===== src/hdl/lock_cfg_pkg.sv =====
/*
  Shared constants for the lock/reset and vendor configuration registers:
  command codes, field positions, reset values and the bus timeout figure.
  Assumes a 25 MHz device clock; every hdl module imports the whole package.
*/
package lock_cfg_pkg;

  // Clock rate and the bus inactivity limit in its own unit.
  localparam int unsigned CLK_HZ          = 25000000;
  localparam int unsigned BUS_TIMEOUT_MS  = 35;
  // A least time; CLK_HZ / 1000 truncates, exact at 25 MHz; 35 ms is 875000 cycles.
  localparam int unsigned BUS_TIMEOUT_CYC =
    (BUS_TIMEOUT_MS * (CLK_HZ / 1000) + 0) > 0 ?
    BUS_TIMEOUT_MS * (CLK_HZ / 1000) : 1;

  // Command codes of the two registers.
  localparam logic [7:0] CMD_LOCK_AND_SOFT_RESET  = 8'hd0;
  localparam logic [7:0] CMD_VENDOR_CONFIGURATION = 8'hd1;

  // Reset values.
  localparam logic [7:0] LOCK_RESET_VALUE = 8'h00;
  localparam logic [7:0] CFG_RESET_VALUE  = 8'h07;

  // Field positions of the lock and soft reset register.
  localparam int unsigned LOCK_BIT       = 0;
  localparam int unsigned SOFT_RESET_BIT = 1;

  // Field positions of the vendor configuration register.
  localparam int unsigned PS_SEL_MSB         = 7;
  localparam int unsigned PS_SEL_LSB         = 6;
  localparam int unsigned RSVD_MSB           = 5;
  localparam int unsigned RSVD_LSB           = 4;
  localparam int unsigned TIMEOUT_EN_BIT     = 3;
  localparam int unsigned FAULT_EN_BIT       = 2;
  localparam int unsigned ALERT_EN_BIT       = 1;
  localparam int unsigned MONITOR_EN_BIT     = 0;

  // Power save phase codes and the phase counts they select.
  localparam logic [1:0] PS_SEL_TWO_PHASE = 2'h1;
  localparam logic [1:0] PHASES_ONE       = 2'h1;
  localparam logic [1:0] PHASES_TWO       = 2'h2;

  // Timeout watcher states, Gray coded along idle, watch, released.
  typedef enum logic [1:0] {
    TO_IDLE     = 2'h0,
    TO_WATCH    = 2'h1,
    TO_RELEASED = 2'h3
  } timeout_state_t;

endpackage


===== src/hdl/bus_timeout.sv =====
/*
  Bus inactivity watcher: counts idle cycles while the device is addressed
  and pulses a release once the limit is passed.
  Assumes activity and addressed come from logic on the same clock.
*/
module bus_timeout
  import lock_cfg_pkg::*;
#(
  parameter int unsigned TIMEOUT_CYCLES = BUS_TIMEOUT_CYC
) (
  // Clock and reset.
  input  wire logic ref_clk_in,
  input  wire logic rst_in,
  // Control and bus observation.
  input  wire logic enable_in,
  input  wire logic addressed_in,
  input  wire logic activity_in,
  // Release request.
  output logic      release_out
);

  localparam int unsigned CNT_W = $clog2(TIMEOUT_CYCLES + 1);

  if (TIMEOUT_CYCLES < 2) begin : g_check
    $error("bus_timeout needs a limit of at least two cycles");
  end

  timeout_state_t   state_q;
  timeout_state_t   state_d;
  logic [CNT_W-1:0] count_q;
  logic [CNT_W-1:0] count_d;
  logic             expired;

  assign expired = (count_q == CNT_W'(TIMEOUT_CYCLES));

  always_comb begin
    state_d = state_q;
    count_d = count_q;
    unique case (state_q)
      TO_IDLE: begin
        count_d = '0;
        if (enable_in && addressed_in) begin
          state_d = TO_WATCH;
        end
      end
      TO_WATCH: begin
        // Without the enable the bus is never released on idleness.
        if (!enable_in || !addressed_in) begin  // see RULE_10
          state_d = TO_IDLE;
          count_d = '0;
        end else if (activity_in) begin
          count_d = '0;
        end else if (expired) begin  // see RULE_06
          state_d = TO_RELEASED;
        end else begin
          count_d = count_q + CNT_W'(1);
        end
      end
      TO_RELEASED: begin
        count_d = '0;
        if (!addressed_in) begin
          state_d = TO_IDLE;
        end
      end
    endcase
  end

  always_ff @(posedge ref_clk_in or posedge rst_in) begin
    if (rst_in) begin
      state_q     <= TO_IDLE;
      count_q     <= '0;
      release_out <= 1'b0;
    end else begin
      state_q     <= state_d;
      count_q     <= count_d;
      release_out <= (state_q == TO_WATCH) && (state_d == TO_RELEASED);
    end
  end

endmodule


===== src/hdl/pin_sync.sv =====
/*
  Three stage synchroniser for a group of pin inputs with change detect.
  Assumes the pins are asynchronous to the device clock.
*/
module pin_sync
  import lock_cfg_pkg::*;
#(
  parameter int unsigned WIDTH = 2
) (
  // Clock and reset.
  input  wire logic             ref_clk_in,
  input  wire logic             rst_in,
  // Pins and their settled values.
  input  wire logic [WIDTH-1:0] pins_in,
  output logic      [WIDTH-1:0] level_out,
  output logic                  changed_out
);

  if (WIDTH < 1) begin : g_check
    $error("pin_sync needs at least one pin");
  end

  logic [WIDTH-1:0] s1_q;
  logic [WIDTH-1:0] s2_q;
  logic [WIDTH-1:0] s3_q;
  logic [WIDTH-1:0] level_d;

  // A pin counts as changed only once the two later stages agree.
  for (genvar i = 0; i < WIDTH; i++) begin : g_bit
    assign level_d[i] = (s2_q[i] == s3_q[i]) ? s3_q[i] : level_out[i];
  end

  always_ff @(posedge ref_clk_in or posedge rst_in) begin
    if (rst_in) begin
      s1_q        <= '1;
      s2_q        <= '1;
      s3_q        <= '1;
      level_out   <= '1;
      changed_out <= 1'b0;
    end else begin
      s1_q        <= pins_in;
      s2_q        <= s1_q;
      s3_q        <= s2_q;
      level_out   <= level_d;
      changed_out <= |(level_d ^ level_out);
    end
  end

endmodule


===== src/hdl/pmbus_lock_and_config_regs.sv =====
/*
  Lock/soft reset and vendor configuration registers behind the command
  port of a bus protocol engine, with the pin gates they steer.
  Assumes the protocol engine decodes transactions into one-cycle command
  strobes and reports when the device is addressed; the bus pins are only
  watched here for the inactivity timeout.
*/
// Functional notes
// RULE_01 - A soft reset write returns every register to its default.
// RULE_02 - While locked, a soft reset write is ignored.
// RULE_03 - A lock write freezes the limits, and the lock cannot be cleared.
// RULE_04 - Once locked, lockable fields are read-only until power cycles.
// RULE_05 - Bits 7:6 give two power save phases for 01, else one; default 00.
// RULE_06 - Over 35 ms idle while addressed releases the bus if enabled.
// RULE_07 - Bit 2 gates the fault pin and is one after reset.
// RULE_08 - Bit 1 gates the alert pin, never driven while the bit is clear.
// RULE_09 - Bit 0 starts voltage monitoring, idle while it is clear.
// RULE_10 - Timeout off never releases the bus; bits 5:4 read zero.
module pmbus_lock_and_config_regs
  import lock_cfg_pkg::*;
#(
  parameter int unsigned TIMEOUT_CYCLES = BUS_TIMEOUT_CYC
) (
  // Clock and reset.
  input  wire logic       ref_clk_in,
  input  wire logic       rst_in,
  // Command port from the protocol engine.
  input  wire logic       cmd_valid_in,
  input  wire logic       cmd_write_in,
  input  wire logic [7:0] cmd_code_in,
  input  wire logic [7:0] cmd_wdata_in,
  output logic            cmd_ack_out,
  output logic            cmd_error_out,
  output logic      [7:0] cmd_rdata_out,
  // Bus pins and transaction state.
  input  wire logic       scl_in,
  input  wire logic       sda_in,
  input  wire logic       addressed_in,
  output logic            bus_release_out,
  // Fault and alert pins.
  input  wire logic       fault_req_in,
  input  wire logic       alert_req_in,
  output logic            fault_out,
  output logic            alert_oe_n_out,
  // Settings for the rest of the device.
  output logic      [1:0] power_save_phase_select_out,
  output logic      [1:0] power_save_phases_out,
  output logic            bus_timeout_enable_out,
  output logic            monitor_enable_out,
  output logic            lock_out,
  output logic            soft_reset_out
);

  if (TIMEOUT_CYCLES < 2) begin : g_check
    $error("bus timeout limit too short");
  end

  logic       lock_q;
  logic       lock_d;
  logic [1:0] ps_sel_q;
  logic [1:0] ps_sel_d;
  logic       timeout_en_q;
  logic       timeout_en_d;
  logic       fault_en_q;
  logic       fault_en_d;
  logic       alert_en_q;
  logic       alert_en_d;
  logic       monitor_en_q;
  logic       monitor_en_d;
  logic [7:0] rdata_d;

  // Address decode.
  wire hit_lock = cmd_valid_in && (cmd_code_in == CMD_LOCK_AND_SOFT_RESET);
  wire hit_cfg  = cmd_valid_in && (cmd_code_in == CMD_VENDOR_CONFIGURATION);
  wire hit_none = cmd_valid_in && !hit_lock && !hit_cfg;
  wire wr_lock  = hit_lock && cmd_write_in;
  wire wr_cfg   = hit_cfg && cmd_write_in;

  // Soft reset only acts while unlocked.
  wire soft_reset_req = wr_lock && cmd_wdata_in[SOFT_RESET_BIT]
                        && !lock_q;  // see RULE_01, see RULE_02
  // Soft reset wins over a lock set in the same write, so the part comes
  // back fully open rather than locked at default limits.
  wire lock_set = wr_lock && cmd_wdata_in[LOCK_BIT] && !lock_q
                  && !soft_reset_req;  // see RULE_03

  // Lock is sticky; only power-on reset clears it.
  assign lock_d = lock_q || lock_set;  // see RULE_03

  // Configuration write; the timeout enable is the lockable field.
  assign ps_sel_d     = wr_cfg ? cmd_wdata_in[PS_SEL_MSB:PS_SEL_LSB]
                               : ps_sel_q;
  assign timeout_en_d = (wr_cfg && !lock_q)
                        ? cmd_wdata_in[TIMEOUT_EN_BIT]
                        : timeout_en_q;  // see RULE_04, see RULE_06
  assign fault_en_d   = wr_cfg ? cmd_wdata_in[FAULT_EN_BIT] : fault_en_q;
  assign alert_en_d   = wr_cfg ? cmd_wdata_in[ALERT_EN_BIT] : alert_en_q;
  assign monitor_en_d = wr_cfg ? cmd_wdata_in[MONITOR_EN_BIT]
                               : monitor_en_q;

  // Read mux; the soft reset bit and reserved bits read as zero.
  wire [7:0] lock_rd = {7'h00, lock_q};
  wire [7:0] cfg_rd  = {ps_sel_q, 2'h0, timeout_en_q, fault_en_q,
                        alert_en_q, monitor_en_q};  // see RULE_10
  assign rdata_d = (hit_lock && !cmd_write_in) ? lock_rd :
                   (hit_cfg && !cmd_write_in)  ? cfg_rd  : cmd_rdata_out;

  always_ff @(posedge ref_clk_in or posedge rst_in) begin
    if (rst_in) begin
      lock_q <= LOCK_RESET_VALUE[LOCK_BIT];
    end else begin
      lock_q <= lock_d;
    end
  end

  always_ff @(posedge ref_clk_in or posedge rst_in) begin
    if (rst_in) begin
      ps_sel_q     <= CFG_RESET_VALUE[PS_SEL_MSB:PS_SEL_LSB];
      timeout_en_q <= CFG_RESET_VALUE[TIMEOUT_EN_BIT];
      fault_en_q   <= CFG_RESET_VALUE[FAULT_EN_BIT];  // see RULE_07
      alert_en_q   <= CFG_RESET_VALUE[ALERT_EN_BIT];
      monitor_en_q <= CFG_RESET_VALUE[MONITOR_EN_BIT];
    end else if (soft_reset_req) begin  // see RULE_01
      ps_sel_q     <= CFG_RESET_VALUE[PS_SEL_MSB:PS_SEL_LSB];
      timeout_en_q <= CFG_RESET_VALUE[TIMEOUT_EN_BIT];
      fault_en_q   <= CFG_RESET_VALUE[FAULT_EN_BIT];
      alert_en_q   <= CFG_RESET_VALUE[ALERT_EN_BIT];
      monitor_en_q <= CFG_RESET_VALUE[MONITOR_EN_BIT];
    end else begin
      ps_sel_q     <= ps_sel_d;
      timeout_en_q <= timeout_en_d;
      fault_en_q   <= fault_en_d;
      alert_en_q   <= alert_en_d;
      monitor_en_q <= monitor_en_d;
    end
  end

  // Command answers, one cycle after the strobe.
  always_ff @(posedge ref_clk_in or posedge rst_in) begin
    if (rst_in) begin
      cmd_ack_out    <= 1'b0;
      cmd_error_out  <= 1'b0;
      cmd_rdata_out  <= 8'h00;
      soft_reset_out <= 1'b0;
    end else begin
      cmd_ack_out    <= hit_lock || hit_cfg;
      cmd_error_out  <= hit_none;
      cmd_rdata_out  <= rdata_d;
      soft_reset_out <= soft_reset_req;  // see RULE_01
    end
  end

  // Pin gates and settings, registered so the pins never glitch.
  wire       alert_drive = alert_req_in && alert_en_q;  // see RULE_08
  wire [1:0] phases      = (ps_sel_q == PS_SEL_TWO_PHASE)
                           ? PHASES_TWO : PHASES_ONE;  // see RULE_05

  always_ff @(posedge ref_clk_in or posedge rst_in) begin
    if (rst_in) begin
      fault_out                   <= 1'b0;
      alert_oe_n_out              <= 1'b1;
      power_save_phase_select_out <= CFG_RESET_VALUE[PS_SEL_MSB:PS_SEL_LSB];
      power_save_phases_out       <= PHASES_ONE;
      bus_timeout_enable_out      <= CFG_RESET_VALUE[TIMEOUT_EN_BIT];
      monitor_enable_out          <= 1'b0;
      lock_out                    <= 1'b0;
    end else begin
      fault_out                   <= fault_req_in
                                     && fault_en_q;  // see RULE_07
      alert_oe_n_out              <= !alert_drive;
      power_save_phase_select_out <= ps_sel_q;
      power_save_phases_out       <= phases;
      bus_timeout_enable_out      <= timeout_en_q;
      monitor_enable_out          <= monitor_en_q;  // see RULE_09
      lock_out                    <= lock_q;  // see RULE_04
    end
  end

  // Bus activity is any settled edge on either line.
  logic       pins_changed;

  pin_sync #(
    .WIDTH (2)
  ) u_pin_sync (
    .ref_clk_in  (ref_clk_in),
    .rst_in      (rst_in),
    .pins_in     ({scl_in, sda_in}),
    .level_out   (),
    .changed_out (pins_changed)
  );

  // The watcher only sees the engine's addressed flag, so a hang while
  // another device is addressed is left to that device.
  bus_timeout #(
    .TIMEOUT_CYCLES (TIMEOUT_CYCLES)
  ) u_bus_timeout (
    .ref_clk_in   (ref_clk_in),
    .rst_in       (rst_in),
    .enable_in    (timeout_en_q),
    .addressed_in (addressed_in),
    .activity_in  (pins_changed),
    .release_out  (bus_release_out)  // see RULE_06
  );

endmodule


===== config.mk =====
export PLATFORM = sky130hd
export DESIGN_NAME = pmbus_lock_and_config_regs
export DESIGN_NICKNAME = d
export VERILOG_FILES = /design/src/hdl/lock_cfg_pkg.sv /design/src/hdl/bus_timeout.sv /design/src/hdl/pin_sync.sv /design/src/hdl/pmbus_lock_and_config_regs.sv
export SDC_FILE = /design/constraint.sdc
export NUM_CORES = 1
export LEC_CHECK = 0
export BUFFER_PORTS_ARGS = -buffer_cell sky130_fd_sc_hd__buf_2
export CORE_MARGIN = 8
export CORE_UTILIZATION = 40
export CTS_BUF_LIST = sky130_fd_sc_hd__clkbuf_4
export DETAILED_ROUTE_END_ITERATION = 8
export PLACE_DENSITY = 0.61
export SLEW_MARGIN = 25
export SYNTH_ARGS = -nofsm -noshare
export SYNTH_HDL_FRONTEND = slang
export SYNTH_SLANG_ARGS = --single-unit

===== constraint.sdc =====
create_clock -name ref_clk_in -period 2.3 [get_ports ref_clk_in]
set_input_delay 0 -clock ref_clk_in [delete_from_list [all_inputs] [get_ports ref_clk_in]]
set_output_delay 0 -clock ref_clk_in [all_outputs]
set_load 0.02 [all_outputs]

==> summary.txt, run 1 <==
CTS
  – Max Root-Sink Buffers: 2
  – CTS tree: built
  – H-tree depth reported by CTS: 3
  – CTS root buffer: clkbuf_4
  – Worst-Skew Late Latency: 0.40 ns
  – Worst-path clk slew: 0.11 ns
  – CTS Buf Count: 9
  – Post-CTS Setup Inserts: 0
  – Sink Count: 57

Synthesis
  – Mapped Area: 2540 µm²
  – Warnings, synthesis: 0
  – Avg Cell Area, Syn: 11.2 µm²
  – Most used DFF post-synth: dfrtp_1
  – Syn Inst Count: 227
  – Fraction of registers with async set/reset: 1.00
  – Register bit count reported by yosys: 57
  – Post-synth EDFFs: 0
  – Post-synthesis sequential area ratio: 0.568
  – Synth unique cells: 49

Pwr
  – Overall power: 2.20 mW
  – Leak Pwr: 1.43 nW
  – Worst vdd ir: 451 µV
  – Pwr Density: 677 nW/µm²

Outcome
  – Status: finished clean

Route
  – Post-Route WL: 5620 µm
  – Routed len/inst: 14.7 µm
  – ANT nets after route: 0
  – DRC viols: 0
  – Via count: 1952
  – First-pass DRT Iterations: 4
  – DR iter-0 viols: 73
  – DR vias/cell: 5.10

Place
  – Port Buffers: 41
  – Final HPWL DP: 3780 µm
  – Pre-CTS WS: 0.255 ns
  – GP Congestion: 0.785
  – Area post-placement: 2860 µm²

Global routing
  – Vias in the first global route: 1997
  – GRT overflow: 0
  – Largest net degree at the start of global routing: 29
  – Initial antenna violation count: 0
  – First-pass GRT wire length: 9630 µm
  – Tot GR Track Use: 0.136

STA
  – Worst Skew: 0.0120 ns
  – Highest clock rate: 473 MHz
  – Final WS setup: 0.184 ns
  – RSZ-0062 raised after global routing: false
  – Worst-Margin Slew: 0.615 ns
  – Slew headroom: 0.590
  – Final Max Tran Viols: 0
  – Hold Violations, Final: 0
  – TNS Setup: 0 ns
  – Setup-failing EPs final: 0
  – Final cycle utilization of the critical path: 0.920
  – Time the worst path needs with I/O delays and setup: 2.12 ns

Critical path
  – Critical Path RT: 2.60 ns
  – Crit start category: input port
  – Critical path arrival: 2.41 ns
  – Critical Path Fanout Max: 5
  – Crit path kind: in -> reg
  – Crit path capture type: flop

Floorplanning
  – Core area: 6240 µm²
  – I/O pins: 46
  – Initial Util: 0.407
  – Die width: 95.7 µm
  – Die height: 95.7 µm
  – Rows: 29
  – Total die area: 9160 µm²

Run
  – Max-cap violations: 0

Finish
  – Synth-to-layout area growth: 28.1%
  – Fillers: 586
  – Final instance area: 3250 µm²
  – Multi-input logic area: 1020 µm²
  – Layout cells sized above 1: 0.279
  – Commonest non-fill, non-tap cell in the layout: dfrtp_1
  – Commonest cells after routing, fill and taps aside: dfrtp_1, buf_2, dlygate4sd3_1
  – FF+latch area: 1440 µm²
  – Final #Nets: 329
  – Final core utilization: 0.521

Worst hold path
  – Hold Crit Class: in -> reg
[per-stage QoR]
stage | hold slack [ns] | std cells
6_report | 0.114 | 383
5_1_grt | 0.107 | 382
4_1_cts | 0.0839 | 382
3_5_place_dp | 0.0992 | 345
3_3_place_gp | 0.0915 | 345
2_1_floorplan | 0.00448 | 228
[worst max-delay path, stage by stage]
cell           delay (ns)
dlygate4sd3_1        0.54
buf_2                0.14
nor3_2               0.21
dlygate4sd3_1        0.58
and3_1               0.16
nor2b_1              0.24
buf_4                0.21
mux2_2               0.33
[sequential cells by signal, summed over array words and instances, names as in the netlist, 2 cells and up]
| register | count |
|---|---|
| cmd_rdata_out | 6 |
| power_save_phase_select_out | 2 |
| power_save_phases_out | 2 |
| ps_sel_q | 2 |
| u_bus_timeout.count_q | 20 |
| u_bus_timeout.state_q | 2 |
| u_pin_sync.level_out | 2 |
| u_pin_sync.s1_q | 2 |
| u_pin_sync.s2_q | 2 |
| u_pin_sync.s3_q | 2 |
[cell type report]
| cell class | instances | area share |
|---|---|---|
| antenna | 1 | 0.000769 |
| timing repair buffer | 68 | 0.141 |
| clock buffer | 10 | 0.0231 |
| inverter | 13 | 0.0150 |
| clock inverter | 6 | 0.0327 |
| tap | 77 | 0.0296 |
| multi-input combinational | 151 | 0.314 |
| sequential | 57 | 0.443 |
[synth_stat cells (3+ instances only)]
cell,number,area share
nand4_1,6,0.015
nor3b_1,3,0.0089
ha_1,4,0.020
a21oi_1,12,0.024
dfrtp_1,44,0.43
dfstp_2,13,0.13
a32o_1,3,0.012
mux2i_1,8,0.032
or3_1,5,0.012
clkbuf_1,3,0.0044
and4_1,4,0.014
o21ai_0,10,0.020
xnor2_1,6,0.021
nand2_1,20,0.030
xor2_1,4,0.014
nand2b_1,4,0.0098
nor2_1,15,0.022
inv_1,13,0.019
nand3_1,5,0.0098
[where the power goes]
group	internal, mW	total (mW)	switching, mW
sequential	1.05	1.08	0.0269
clock	0.558	0.937	0.379
combinational	0.0870	0.187	0.100
[layer usage]
metal	global-route usage	up-vias	wire [µm]
li1	-	956	-
met1	0.154	948	2440
met2	0.220	42	2810
met3	0.0593	6	328
met4	0.0563	0	46
met5	0	-	0
[path summary, 6_finish.rpt]
path / start / to / slack (ns) / cells after the start
max: cmd_code_in[2] / cmd_rdata_out[0] / 0.18 / 8
min: cmd_code_in[5] / cmd_ack_out / 0.11 / 3
max reg2reg: u_bus_timeout.count_q[0] / u_bus_timeout.count_q[18] / 0.23 / 7
min reg2reg: u_pin_sync.s1_q[1] / u_pin_sync.s2_q[1] / 0.37 / 0
max in group asynchronous: rst_in / u_pin_sync.s1_q[0] / 1.35 / 4
min in group asynchronous: rst_in / cmd_rdata_out[0] / 0.25 / 3
[logic make-up (layout without fill, tap and decap cells)]
kind of cell	Yosys count	count (layout)	synth area share
AOI/OAI and AO/OA	39	39	0.0995
xor gates and xnor gates	10	10	0.0345
adders and majority gates	6	6	0.0276
buffers and inverters	20	97	0.0335
DFF	57	57	0.568
muxes	9	9	0.0359
other	1	3	0.00148
and+or+nand+nor	85	85	0.200
[timing repair]
action	in CTS	in global routing
resized for setup	0	1
hold endpoints to repair	38	0
hold buffers	21	0
setup endpoints to repair	0	1
Power figures use the tool's default switching activity.
==> run 2, diff against run 1 <==
Settings changed: MAX_ROUTING_LAYER from default to met4.
==> run 2 against run 1 <==
Compared with the run above:
- core utilization unchanged
- cell area did not move
- fmax barely moved
- setup slack improved by 0.0011 ns
- die area did not move
- critical path type unchanged
- largest cell class unchanged
- largest power group unchanged
==> summary.txt, run 2 (synthesis gave the netlist of run 1 again) <==
Critical path
  – Crit start category: input port
  – CP max stage delay: 0.58 ns (about the same)
  – Crit path kind: in -> reg
  – Critical Path Fanout Max: 5 (unchanged)
  – Largest delay contributor family on the critical path: buffers and inverters
  – Slowest cell on the critical path: dlygate4sd3_1
  – Crit-path cells: dlygate4sd3_1, buf_2, nor3_2, dlygate4sd3_1, and3_1, nor2b_1, buf_4, mux2_2
  – Crit path capture type: flop
  – Critical Path RT: 2.60 ns (about the same)
  – Most frequent cell on the critical path: dlygate4sd3_1
  – Crit path buf inv count: 4 (unchanged)
  – Critical path arrival: 2.41 ns (about the same)

Floorplanning
  – Rows: 29 (unchanged)
  – Total die area: 9160 µm² (unchanged)
  – Core area: 6240 µm² (unchanged)
  – Initial Util: 0.407 (unchanged)
  – I/O pins: 46 (unchanged)
  – Die width: 95.7 µm (unchanged)
  – Die height: 95.7 µm (unchanged)

CTS
  – H-tree depth reported by CTS: 3 (unchanged)
  – CTS root buffer: clkbuf_4
  – CTS Buf Count: 9 (unchanged)
  – CTS tree: built
  – Max Root-Sink Buffers: 2 (unchanged)
  – Worst-path clk slew: 0.11 ns (about the same)
  – Worst-Skew Late Latency: 0.40 ns (about the same)
  – Post-CTS Setup Inserts: 0 (unchanged)
  – Sink Count: 57 (unchanged)

Place
  – Final HPWL DP: 3780 µm (unchanged)
  – Port Buffers: 41 (unchanged)
  – Area post-placement: 2860 µm² (unchanged)
  – Pre-CTS WS: 0.255 ns (unchanged)
  – GP Congestion: 0.796 (+1.4%)

STA
  – Setup-failing EPs final: 0 (unchanged)
  – Worst hold margin: 0.116 ns (+0.00133 ns)
  – Slew headroom: 0.599 (+0.00888)
  – Hold Violations, Final: 0 (unchanged)
  – Final WS setup: 0.185 ns (+0.00105 ns)
  – Highest clock rate: 473 MHz (about the same)
  – TNS Setup: 0 ns (unchanged)
  – Worst-Margin Slew: 0.600 ns (-0.0142 ns)
  – Time the worst path needs with I/O delays and setup: 2.11 ns (-0.00105 ns)
  – Final cycle utilization of the critical path: 0.919 (about the same)
  – Worst Skew: 0.0127 ns (+0.000696 ns)
  – RSZ-0062 raised after global routing: false
  – Final Max Tran Viols: 0 (unchanged)

Global routing
  – GRT overflow: 0 (unchanged)
  – Initial antenna violation count: 0 (unchanged)
  – Vias in the first global route: 1995 (-0.10%)
  – Tot GR Track Use: 0.140 (+0.00432)
  – First-pass GRT wire length: 9650 µm (+0.22%)
  – Largest net degree at the start of global routing: 29 (unchanged)

Route
  – ANT nets after route: 0 (unchanged)
  – DR vias/cell: 5.09 (-0.20%)
  – Via count: 1948 (-0.20%)
  – First-pass DRT Iterations: 4 (unchanged)
  – DR iter-0 viols: 62 (-15%)
  – DRC viols: 0 (unchanged)
  – Routed len/inst: 14.7 µm (-0.12%)
  – Post-Route WL: 5610 µm (-0.12%)

Finish
  – Fillers: 586 (unchanged)
  – Commonest non-fill, non-tap cell in the layout: dfrtp_1
  – Layout cells sized above 1: 0.279 (unchanged)
  – Final instance area: 3250 µm² (unchanged)
  – Synth-to-layout area growth: 28.1% (unchanged)
  – Max FFs per register: 20 (unchanged)
  – Final core utilization: 0.521 (unchanged)
  – Commonest cells after routing, fill and taps aside: dfrtp_1, buf_2, dlygate4sd3_1
  – Biggest regs: u_bus_timeout.count_q (20), cmd_rdata_out (6)
  – Final #Nets: 329 (unchanged)
  – Largest register by flop count: u_bus_timeout.count_q

Run
  – Max-cap violations: 0 (unchanged)

Pwr
  – Worst vdd ir: 451 µV (about the same)
  – Leak Pwr: 1.43 nW (unchanged)
  – Pwr Density: 677 nW/µm² (about the same)

Outcome
  – Status: finished clean

Worst hold path
  – Hold Crit Class: in -> reg
-- run 2: cell counts in the layout (fill, tap and decap cells not counted) --
No cell type changed its count.
-- run 2: final cells by class --
type | count | area [µm²] | area share
sequential | 57 | 1440 | 0.443
timing repair buffer | 68 | 460 | 0.141
clock inverter | 6 | 106 | 0.0327
inverter | 13 | 48.8 | 0.0150
clock buffer | 10 | 75.1 | 0.0231
multi-input combinational | 151 | 1020 | 0.314
antenna | 1 | 2.50 | 0.000769
tap | 77 | 96.3 | 0.0296
-- run 2: through the flow --
step                instances  power (mW)
floorplan                 228        1.20
global placement          345        1.26
detailed placement        345        1.26
CTS                       382        2.22
global route              382        2.30
finish                    383        2.20
-- run 2: timing repair --
item / in CTS / in global routing
hold buffers: 21 / 0
endpoints found under the hold margin: 38 / 0
setup endpoints to repair: 0 / 1
resized for setup: 0 / 1
-- run 2: metal layers --
| metal | track usage | share of wire |
|---|---|---|
| met1 | 0.158 | 0.45 |
| met2 | 0.220 | 0.49 |
| met3 | 0.0530 | 0.047 |
| met4 | 0.0563 | 0.014 |
| met5 | - | 0 |
-- run 2: final timing paths --
kind	start	endpoint	slack (ns)	cells past startpoint
setup / recovery	cmd_code_in[2]	cmd_rdata_out[0]	0.19	8
hold / removal	cmd_code_in[5]	cmd_ack_out	0.12	3
setup reg to reg	u_bus_timeout.count_q[0]	u_bus_timeout.count_q[18]	0.24	7
hold reg to reg	u_pin_sync.s1_q[1]	u_pin_sync.s2_q[1]	0.36	0
max in group asynchronous	rst_in	u_pin_sync.s1_q[0]	1.35	4
min in group asynchronous	rst_in	cmd_rdata_out[0]	0.25	3
-- run 2: power breakdown --
group	internal, mW	switching, mW	leakage (nW)
clock network	0.558	0.379	0.0940
logic	0.0869	0.100	0.614
registers	1.05	0.0271	0.720
total	1.70	0.506	1.43
-- run 2: worst min-delay path, delay by kind of cell --
family | cells | cell delay [ns]
buffers and inverters | 1 | 0.07
AND/OR/NAND/NOR | 2 | 0.41
